### src/hw/mss_map.svh
// register map, field positions, reset values and timing constants of the memory-select controller
`ifndef MSS_MAP_SVH
`define MSS_MAP_SVH

`define MSS_ADDR_W        8
`define MSS_DATA_W        32

`define MSS_ADR_CFG       8'h00
`define MSS_ADR_VALID     8'h04
`define MSS_ADR_DEBOUNCE  8'h08
`define MSS_ADR_VOLUME    8'h0c
`define MSS_ADR_STATUS    8'h10
`define MSS_ADR_MAP0      8'h40

`define MSS_CFG_W         8
`define MSS_CFG_RST       8'h00
`define MSS_CFG_KIND      0
`define MSS_CFG_DONLY     1
`define MSS_CFG_POL1      2
`define MSS_CFG_POL2      3
`define MSS_CFG_ATC       4
`define MSS_CFG_VMODE     5
`define MSS_CFG_ROCKER    7

`define MSS_VMODE_STATIC  2'h0
`define MSS_VMODE_ANALOG  2'h1
`define MSS_VMODE_DIGITAL 2'h2

`define MSS_NUM_MEM       4
`define MSS_VALID_RST     4'h1
`define MSS_MEM_A         2'h0
`define MSS_MEM_D         2'h3
`define MSS_DEB_W         8
`define MSS_DEB_RST       8'h10

`define MSS_VOL_W         5
`define MSS_VOL_RST       5'h10
`define MSS_VOL_MAX       5'h1f
`define MSS_VOL_MIN       5'h00

`define MSS_NUM_PARAM     19
`define MSS_NUM_TRIM      4
`define MSS_VAL_W         4
`define MSS_MAP_W         3
`define MSS_MAP_EN        2

`define MSS_PIN_SW1       0
`define MSS_PIN_SW2       1
`define MSS_PIN_UP        2
`define MSS_PIN_DOWN      3
`define MSS_NUM_PIN       4

`define MSS_TICK_US       1000
`define MSS_CLK_MHZ       20
`define MSS_TICK_CNT_W    16

`endif

### src/hw/mss_pkg.sv
// types shared by the memory-select controller modules
`include "mss_map.svh"

package mss_pkg;

    typedef enum logic [2:0] {
        MSS_NORMAL   = 3'b001,
        MSS_HOLD_D   = 3'b010,
        MSS_DEBOUNCE = 3'b100
    } mss_fsm_t;

    typedef struct packed {
        mss_fsm_t                                    fsm;
        logic [1:0]                                  mem;
        logic [1:0]                                  prev;
        logic [`MSS_DEB_W-1:0]                       deb;
        logic [`MSS_DEB_W-1:0]                       deb_per;
        logic [`MSS_CFG_W-1:0]                       cfg;
        logic [`MSS_NUM_MEM-1:0]                     valid;
        logic [`MSS_VOL_W-1:0]                       vol;
        logic [`MSS_NUM_PARAM-1:0][`MSS_MAP_W-1:0]   map;
        logic [`MSS_NUM_PARAM-1:0][`MSS_VAL_W-1:0]   param;
        logic [`MSS_DATA_W-1:0]                      rdata;
    } mss_state_t;

    typedef struct packed {
        logic [`MSS_NUM_PIN-1:0]    sync1;
        logic [`MSS_NUM_PIN-1:0]    sync2;
        logic [`MSS_NUM_PIN-1:0]    lvl;
        logic [`MSS_NUM_PIN-1:0]    press;
        logic                       tick;
        logic [`MSS_TICK_CNT_W-1:0] cnt;
    } mss_smp_t;

endpackage : mss_pkg

### src/hw/mss_sw_if.sv
// sampled switch levels, press pulses and sample tick between sampler and controller
`timescale 1ns/1ns
`default_nettype none
`include "mss_map.svh"

interface mss_sw_if;
    logic [`MSS_NUM_PIN-1:0] closed;
    logic [`MSS_NUM_PIN-1:0] press;
    logic                    tick;

    modport src (output closed, output press, output tick);
    modport dst (input closed, input press, input tick);
endinterface : mss_sw_if

`default_nettype wire
### src/hw/mss_ctrl.sv
// memory-select switch, volume and trimmer-mapping controller
//
// Contract
// - up to four memories; memory A always counts as valid
// - four switch modes from kind and last-memory flags, mode four three memories
// - kind setting makes switches momentary presses or static levels
// - last-memory flag reserves switch two for memory D
// - per-input polarity: pulldown closed reads high, pullup closed reads low; code sets it for switches one and two only, volume buttons fixed high
// - single momentary mode starts in memory A
// - each press loads next valid memory, invalid ones skipped
// - press in last valid memory wraps back to memory A
// - auto telecoil: closing switch two enters memory D
// - after debounced opening, return to memory active before D
// - closed-to-open transition on switch two starts debounce monitoring
// - leave D only after whole debounce period open; closed sample cancels
// - digital volume: up closure raises one step, down closure lowers one
// - analog and digital volume control mutually exclusive
// - volume static from software or from external control
// - rocker optionally steps memories instead of volume
// - 19 parameters, four trimmers, 16 values, one trimmer many parameters
// - momentary-plus-static: closed switch two forces D, ignores switch one
// - static modes start at switch-selected memory, binary decode
// - static selection of invalid memory falls back to memory A
`timescale 1ns/1ns
`default_nettype none
`include "mss_map.svh"

module mss_ctrl #(
    parameter int TICK_CYCLES = `MSS_TICK_US * `MSS_CLK_MHZ
) (
    input  wire logic                                   i_clk_sys,           // system clock
    input  wire logic                                   i_rst,               // sync reset, high
    input  wire logic                                   i_select_switch_one, // switch one pin
    input  wire logic                                   i_select_switch_two, // switch two pin
    input  wire logic                                   i_volume_up_pin,     // volume up button
    input  wire logic                                   i_volume_down_pin,   // volume down button
    input  wire logic [`MSS_VOL_W-1:0]                  i_vc_level,          // analog control reading
    input  wire logic [`MSS_NUM_TRIM*`MSS_VAL_W-1:0]    i_trim_pos,          // trimmer positions
    input  wire logic [`MSS_ADDR_W-1:0]                 i_addr,              // register address
    input  wire logic [`MSS_DATA_W-1:0]                 i_wdata,             // write data
    input  wire logic                                   i_wr,                // write strobe
    input  wire logic                                   i_rd,                // read strobe
    output logic      [`MSS_DATA_W-1:0]                 o_rdata,             // read data, next cycle
    output logic      [1:0]                             o_mem_sel,           // active memory
    output logic                                        o_in_mem_d_hold,     // held in memory D
    output logic      [`MSS_VOL_W-1:0]                  o_volume,            // current volume
    output logic      [`MSS_NUM_PARAM*`MSS_VAL_W-1:0]   o_param_val          // mapped parameter values
);
    mss_pkg::mss_state_t s;
    mss_pkg::mss_state_t next_s;

    // switch levels reach the controller only through the sampler
    mss_sw_if sw ();

    mss_sampler #(
        .TICK_CYCLES (TICK_CYCLES)
    ) u_sampler (
        .i_clk_sys (i_clk_sys),
        .i_rst     (i_rst),
        .i_pins    ({i_volume_down_pin,
                     i_volume_up_pin,
                     i_select_switch_two,
                     i_select_switch_one}),
        .i_pol     ({2'h0, s.cfg[`MSS_CFG_POL2], s.cfg[`MSS_CFG_POL1]}),
        .sw        (sw.src)
    );

    // walk from cur in one direction to the next allowed memory, A if none
    function automatic logic [1:0] mss_step(
        input logic [1:0] cur,
        input logic [3:0] ok,
        input logic       up
    );
        logic [1:0] c;
        logic [1:0] r;
        logic       found;
        c     = cur;
        r     = `MSS_MEM_A;
        found = 1'b0;
        // three steps at most: memory A is always valid, so the walk ends
        for (int i = 0; i < `MSS_NUM_MEM - 1; i++) begin
            c = up ? c + 2'h1 : c - 2'h1;
            if (ok[c] && !found) begin
                r     = c;
                found = 1'b1;
            end
        end
        return r;
    endfunction : mss_step

    logic [`MSS_NUM_PARAM-1:0][`MSS_VAL_W-1:0] trim_sel;
    // trimmer index uses the low two map bits
    genvar gp;
    generate
        for (gp = 0; gp < `MSS_NUM_PARAM; gp++) begin : g_param
            assign trim_sel[gp] = i_trim_pos[s.map[gp][1:0]*`MSS_VAL_W +: `MSS_VAL_W];
        end
    endgenerate

    // configuration fields decoded once for all processes
    logic                      kind_static;
    logic                      d_only;
    logic                      atc;
    logic [1:0]                vmode;
    logic                      rocker;
    logic [`MSS_NUM_MEM-1:0]   valid_eff;
    logic [`MSS_NUM_MEM-1:0]   step_ok;
    logic [1:0]                stat_sel;
    logic [`MSS_ADDR_W-1:0]    map_off;
    logic [`MSS_ADDR_W-3:0]    map_idx;
    logic                      map_hit;

    always_comb begin
        kind_static = s.cfg[`MSS_CFG_KIND];
        d_only      = s.cfg[`MSS_CFG_DONLY];
        atc         = s.cfg[`MSS_CFG_ATC];
        vmode       = s.cfg[`MSS_CFG_VMODE +: 2];
        rocker      = s.cfg[`MSS_CFG_ROCKER];

        valid_eff   = s.valid | `MSS_VALID_RST;

        // memory D is not in the stepping set when reserved
        step_ok     = (d_only || atc) ? (valid_eff & 4'h7) : valid_eff;

        // binary decode of the two static switches
        stat_sel    = d_only ? {1'b0, sw.closed[`MSS_PIN_SW1]}
                             : {sw.closed[`MSS_PIN_SW2], sw.closed[`MSS_PIN_SW1]};

        // map registers sit on word addresses above the map base
        map_off     = i_addr - `MSS_ADR_MAP0;
        map_idx     = map_off[`MSS_ADDR_W-1:2];
        map_hit     = (i_addr >= `MSS_ADR_MAP0) && (map_off[1:0] == 2'h0)
                      && (map_idx < (`MSS_ADDR_W-2)'(`MSS_NUM_PARAM));
    end

    always_comb begin
        next_s       = s;
        // read data lives one cycle, then falls back to zero
        next_s.rdata = '0;

        // register writes
        if (i_wr) begin
            case (i_addr)
                `MSS_ADR_CFG: begin
                    next_s.cfg = i_wdata[`MSS_CFG_W-1:0];
                end
                `MSS_ADR_VALID: begin
                    next_s.valid = i_wdata[`MSS_NUM_MEM-1:0];
                end
                `MSS_ADR_DEBOUNCE: begin
                    next_s.deb_per = i_wdata[`MSS_DEB_W-1:0];
                end
                `MSS_ADR_VOLUME: begin
                    // dropped in analog or digital mode: the pins own the volume
                    // static volume from software
                    if (vmode != `MSS_VMODE_ANALOG && vmode != `MSS_VMODE_DIGITAL) begin
                        next_s.vol = i_wdata[`MSS_VOL_W-1:0];
                    end
                end
                default: begin
                    if (map_hit) begin
                        next_s.map[map_idx] = i_wdata[`MSS_MAP_W-1:0];
                    end
                end
            endcase
        end

        // register reads, data stands one cycle later
        if (i_rd) begin
            case (i_addr)
                `MSS_ADR_CFG:      next_s.rdata = {24'h000000, s.cfg};
                `MSS_ADR_VALID:    next_s.rdata = {28'h0000000, valid_eff};
                `MSS_ADR_DEBOUNCE: next_s.rdata = {24'h000000, s.deb_per};
                `MSS_ADR_VOLUME:   next_s.rdata = {27'h0000000, s.vol};
                `MSS_ADR_STATUS: begin
                    next_s.rdata[1:0]  = s.mem;
                    next_s.rdata[3]    = (s.fsm != mss_pkg::MSS_NORMAL);
                    next_s.rdata[6:4]  = s.fsm;
                    next_s.rdata[11:8] = sw.closed;
                end
                default: begin
                    if (map_hit) begin
                        next_s.rdata[2:0]  = s.map[map_idx];
                        next_s.rdata[11:8] = s.param[map_idx];
                    end
                end
            endcase
        end

        // memory selection, decided once per sample tick
        // bounce inside one tick period is never seen
        if (sw.tick) begin
            case (s.fsm)
                mss_pkg::MSS_NORMAL: begin
                    // closing switch two enters memory D
                    // forced D at startup or in operation
                    if ((d_only || atc) && sw.closed[`MSS_PIN_SW2]) begin
                        next_s.prev = s.mem;
                        next_s.mem  = `MSS_MEM_D;
                        next_s.fsm  = mss_pkg::MSS_HOLD_D;
                    end else if (kind_static) begin
                        // invalid selection falls back to A
                        next_s.mem = valid_eff[stat_sel] ? stat_sel : `MSS_MEM_A;
                    end else if (sw.press[`MSS_PIN_SW1]) begin
                        // wrap to memory A after the last valid one
                        next_s.mem = mss_step(s.mem, step_ok, 1'b1);
                    end else if (vmode == `MSS_VMODE_DIGITAL && rocker) begin
                        // volume then stays put: the pins step memories and software writes are dropped
                        // rocker steps memories both ways
                        if (sw.press[`MSS_PIN_UP]) begin
                            next_s.mem = mss_step(s.mem, step_ok, 1'b1);
                        end else if (sw.press[`MSS_PIN_DOWN]) begin
                            next_s.mem = mss_step(s.mem, step_ok, 1'b0);
                        end
                    end
                end
                mss_pkg::MSS_HOLD_D: begin
                    // switch one ignored while held in D
                    if (!sw.closed[`MSS_PIN_SW2]) begin
                        if (atc) begin
                            next_s.deb = '0;
                            next_s.fsm = mss_pkg::MSS_DEBOUNCE;
                        end else begin
                            // a static switch without telecoil returns at once
                            next_s.mem = s.prev;
                            next_s.fsm = mss_pkg::MSS_NORMAL;
                        end
                    end
                end
                mss_pkg::MSS_DEBOUNCE: begin
                    // counted in ticks; the first open tick only arms the count
                    // any closed sample cancels the exit
                    if (sw.closed[`MSS_PIN_SW2]) begin
                        next_s.fsm = mss_pkg::MSS_HOLD_D;
                    end else if (s.deb + `MSS_DEB_W'(1) >= s.deb_per) begin
                        // back to the memory before D
                        next_s.mem = s.prev;
                        next_s.fsm = mss_pkg::MSS_NORMAL;
                    end else begin
                        next_s.deb = s.deb + `MSS_DEB_W'(1);
                    end
                end
                default: begin
                    // an illegal code recovers to normal operation
                    next_s.fsm = mss_pkg::MSS_NORMAL;
                end
            endcase
        end

        // one volume source at a time, chosen by one field
        if (vmode == `MSS_VMODE_ANALOG) begin
            next_s.vol = i_vc_level;
        end else if (vmode == `MSS_VMODE_DIGITAL && !rocker && sw.tick) begin
            // no wrap at the ends: a press at the limit is dropped
            // one step per closure, saturating
            if (sw.press[`MSS_PIN_UP] && s.vol != `MSS_VOL_MAX) begin
                next_s.vol = s.vol + `MSS_VOL_W'(1);
            end else if (sw.press[`MSS_PIN_DOWN] && s.vol != `MSS_VOL_MIN) begin
                next_s.vol = s.vol - `MSS_VOL_W'(1);
            end
        end

        // unmapped parameters keep their last value
        // one trimmer may feed many parameters
        for (int p = 0; p < `MSS_NUM_PARAM; p++) begin
            if (s.map[p][`MSS_MAP_EN]) begin
                next_s.param[p] = trim_sel[p];
            end
        end
    end

    // one register for all state keeps reset and update together
    always_ff @(posedge i_clk_sys) begin
        if (i_rst) begin
            s         <= '0;
            s.fsm     <= mss_pkg::MSS_NORMAL;
            s.mem     <= `MSS_MEM_A;
            s.cfg     <= `MSS_CFG_RST;
            s.valid   <= `MSS_VALID_RST;
            s.deb_per <= `MSS_DEB_RST;
            s.vol     <= `MSS_VOL_RST;
        end else begin
            s <= next_s;
        end
    end

    // outputs come straight from the flops, the hold flag through a compare of the state
    assign o_rdata         = s.rdata;
    assign o_mem_sel       = s.mem;
    assign o_in_mem_d_hold = (s.fsm != mss_pkg::MSS_NORMAL);
    assign o_volume        = s.vol;
    assign o_param_val     = s.param;

endmodule : mss_ctrl

`default_nettype wire

### src/hw/mss_sampler.sv
// pin synchroniser, slow sample tick, polarity correction and press detection
`timescale 1ns/1ns
`default_nettype none
`include "mss_map.svh"

module mss_sampler #(
    parameter int TICK_CYCLES = 20000
) (
    input  wire logic                    i_clk_sys, // system clock
    input  wire logic                    i_rst,     // sync reset, high
    input  wire logic [`MSS_NUM_PIN-1:0] i_pins,    // raw pin levels
    input  wire logic [`MSS_NUM_PIN-1:0] i_pol,     // 1 = pullup wiring
    mss_sw_if.src                        sw         // sampled switch view
);
    mss_pkg::mss_smp_t s;
    mss_pkg::mss_smp_t next_s;

    always_comb begin
        next_s       = s;
        next_s.sync1 = i_pins;
        next_s.sync2 = s.sync1;
        next_s.tick  = 1'b0;
        next_s.press = '0;
        if (s.cnt >= `MSS_TICK_CNT_W'(TICK_CYCLES - 1)) begin
            next_s.cnt  = '0;
            next_s.tick = 1'b1;
            next_s.lvl   = s.sync2 ^ i_pol;
            next_s.press = (s.sync2 ^ i_pol) & ~s.lvl;
        end else begin
            next_s.cnt = s.cnt + `MSS_TICK_CNT_W'(1);
        end
    end

    always_ff @(posedge i_clk_sys) begin
        if (i_rst) begin
            s <= '0;
        end else begin
            s <= next_s;
        end
    end

    assign sw.closed = s.lvl;
    assign sw.press  = s.press;
    assign sw.tick   = s.tick;

endmodule : mss_sampler

`default_nettype wire

### config.mk
export PLATFORM = sky130hd
export DESIGN_NAME = mss_ctrl
export DESIGN_NICKNAME = d
export VERILOG_FILES = /design/src/hw/mss_pkg.sv /design/src/hw/mss_sw_if.sv /design/src/hw/mss_ctrl.sv /design/src/hw/mss_sampler.sv
export VERILOG_INCLUDE_DIRS = /design/src /design/src/hw
export SDC_FILE = /design/constraint.sdc
export NUM_CORES = 1
export LEC_CHECK = 0
export BUFFER_PORTS_ARGS = -buffer_cell sky130_fd_sc_hd__buf_2
export CAP_MARGIN = 25
export CORE_AREA = 4 4 163 165
export DETAILED_ROUTE_END_ITERATION = 8
export DIE_AREA = 0 0 167 169
export PLACE_DENSITY = 0.76
export SETUP_SLACK_MARGIN = 0.02
export SLEW_MARGIN = 30
export SYNTH_ARGS = -nofsm -noshare
export SYNTH_HDL_FRONTEND = slang
export SYNTH_HIERARCHICAL = 1
export SYNTH_SLANG_ARGS = --single-unit
### constraint.sdc
create_clock -name i_clk_sys -period 2.8 [get_ports i_clk_sys]
set_clock_uncertainty 0.1 [all_clocks]
set_input_delay 0.42 -clock i_clk_sys [delete_from_list [all_inputs] [get_ports i_clk_sys]]
set_output_delay 0.42 -clock i_clk_sys [all_outputs]
set_load 0.02 [all_outputs]
==> flow_summary_export.csv <==
group,metric,value,unit
sta,fin_crit,2.637,ns
final_layout,layout.filler_cells,2177,
die,die_w,167,um
global_route,grt_use_total,0.2509,
final_layout,fin_cells,1674,
clock_network,h-tree-depth,1,
critical_path,worstPathMaxFanout,11,
final_layout,final_common_cell,"dfxtp_1",
logic_synthesis,yosys_warnings,6,
clock_network,clk_pin_slew,0.06,ns
clock_network,insertion_delay,0.52,ns
drt,drcViolationCount,0,
die,die_y,169,um
drt,drtIter0Drc,1225,
final_layout,diodes,0,
placed_design,hpwl,25320,um
die,design.core.area,25040,um^2
power,intPower,5197,uW
final_layout,final_cell_mix,"214 x dfxtp_1, 156 x nor2_1, 139 x buf_2",
sta,fin_crit_sh,0.9418,
global_route,overflow,0,
placed_design,dp.cells,1628,
global_route,grt_pass1_wl,57190,um
drt,ant_nets,0,
job,cap_violations,0,
final_layout,drive_gt1_frac,0.2641,
sta,setup_viol,0,
clock_network,clock-root-buffer,"clkbuf_16",
drt,drt-total-wl,36610,um
clock_network,cts_tree,"done",
power,p_clk_frac,0.474,
drt,wl_per_cell,21.87,um
die,die_area,28220,um^2
power,finalPower,6822,uW
placed_design,io_buffers,140,
critical_path,critPathCaptureType,"flop",
power,irDropWorstVdd,0.4055,mV
sta,max-slew-margin-rel,0.5337,
drt,num_vias,10431,
critical_path,crit_type,"reg -> reg",
clock_network,cts_buffers,24,
die,start_util,0.5208,
drt,vias_per_cell,6.231,
final_layout,finalNetCount,1414,
placed_design,gp_congestion,0.8823,
sta,finalHoldViolCount,0,
global_route,grt_pass1_vias,10258,
power,power_density,490.4,nW/um^2
logic_synthesis,avgSynthCellArea,9.602,um^2
logic_synthesis,netlist_area,13040,um^2
critical_path,cp-start-kind,"flop",
sta,rsz0062_at_grt,"false",
logic_synthesis,synthCells,1358,
die,row_count,58,
power,p_switching,1626,uW
die,io_pins,185,
sta,tightest_slew,0.6994,ns
min_path,hold_path.class,"in -> reg",
final_layout,finish.utilization,0.5557,
clock_network,cts.sinks,216,
sta,clock.fmax,379.2,MHz
power,power_frac_seq,0.455,
run_status,status,"finished clean",
global_route,grt_max_degree,100,
clock_network,cts_max_path_buffers,3,
clock_network,holdBufCountCts,0,
critical_path,crit_required,3.11,ns
sta,maxSlewViolCount,0,
global_route,antenna_found_initial,1,
power,p_leak,0.005052,uW
power,p_sw_frac,0.2383,
drt,firstDrtPassIters,6,
power,pwr-share-comb,0.071,
critical_path,arrival,2.94,ns
final_layout,area_growth,6.688,%
layout make-up:
cell class / instances / area (um^2) / area share
Clock buffer: 33 / 705.7 / 0.05072
Clock inverter: 9 / 101.3 / 0.007285
Inverter: 29 / 108.9 / 0.007824
Multi-Input combinational cell: 888 / 7307 / 0.5252
Sequential cell: 216 / 4327 / 0.3110
Tap cell: 330 / 412.9 / 0.02968
Timing Repair Buffer: 169 / 949.7 / 0.06826
per-stage QoR:
| step | hold WS (ns) | area, um^2 | TNS, ns | worst slack, ns |
|---|---|---|---|---|
| 3_3_place_gp | 0.3219 | 13000 | 0 | 0.07748 |
| 2_1_floorplan | 0.3138 | 13120 | 0 | 0.1536 |
| 5_1_grt | 0.02432 | 13910 | 0 | 0.01326 |
| 3_5_place_dp | 0.3326 | 13000 | -0.009498 | -0.009498 |
| 4_1_cts | 0.009058 | 13810 | 0 | 0.02012 |
| 6_report | 0.01780 | 13910 | 0 | 0.1629 |
worst max-delay path, cell delays in order, from the launching register on:
cell and delay [ns]:
dfxtp_2 0.37, and3_4 0.20, and3_4 0.21, nand3_2 0.09, xnor2_2 0.16, ha_1 0.29
nand2_1 0.09, o21ai_2 0.21, a211oi_4 0.08, and3b_1 0.22, buf_6 0.14, buf_4 0.13
mux2_2 0.24
path summary, 6_finish.rpt:
| path | end | slack, ns | depth (start not counted) | startpoint |
|---|---|---|---|---|
| setup / recovery | s[190] | 0.16 | 12 | s[190] |
| hold / removal | u_sampler/next_s[25] | 0.02 | 2 | i_select_switch_one |
| setup reg to reg | s[190] | 0.16 | 12 | s[190] |
| hold reg to reg | u_sampler/s[26] | 0.34 | 1 | u_sampler/next_s[26] |
what timing repair did:
item / in CTS / in global routing
endpoints found under the setup margin: 3 / 13
gates resized for setup: 0 / 16
buffers inserted: 0 / 4
pin swaps: 1 / 3
power by group through the flow:
stage	clock network, uW	logic, uW	registers, uW
floorplan	0	345	3160
global placement	0	460	3170
detailed placement	0	472	3170
CTS	3260	474	3110
global route	3380	511	3110
finish	3230	486	3110
flip-flops by register name, indices dropped and copies added, names as in the netlist, 2 cells and up:
register / count
o_mem_sel: 2
s: 85
u_sampler/sw.closed: 4
o_volume: 5
o_rdata: 12
u_sampler/s: 20
u_sampler/next_s: 4
o_param_val: 76
u_sampler/sw.press: 3
routing by layer:
layer | share of wire | track usage | routed length [um]
met2 | 0.49 | 0.4274 | 17800
met1 | 0.38 | 0.3146 | 13750
met5 | 0.00036 | 0 | 13
met3 | 0.10 | 0.05698 | 3678
met4 | 0.037 | 0.09036 | 1368
Note: power is estimated with default switching activity, not from simulation.
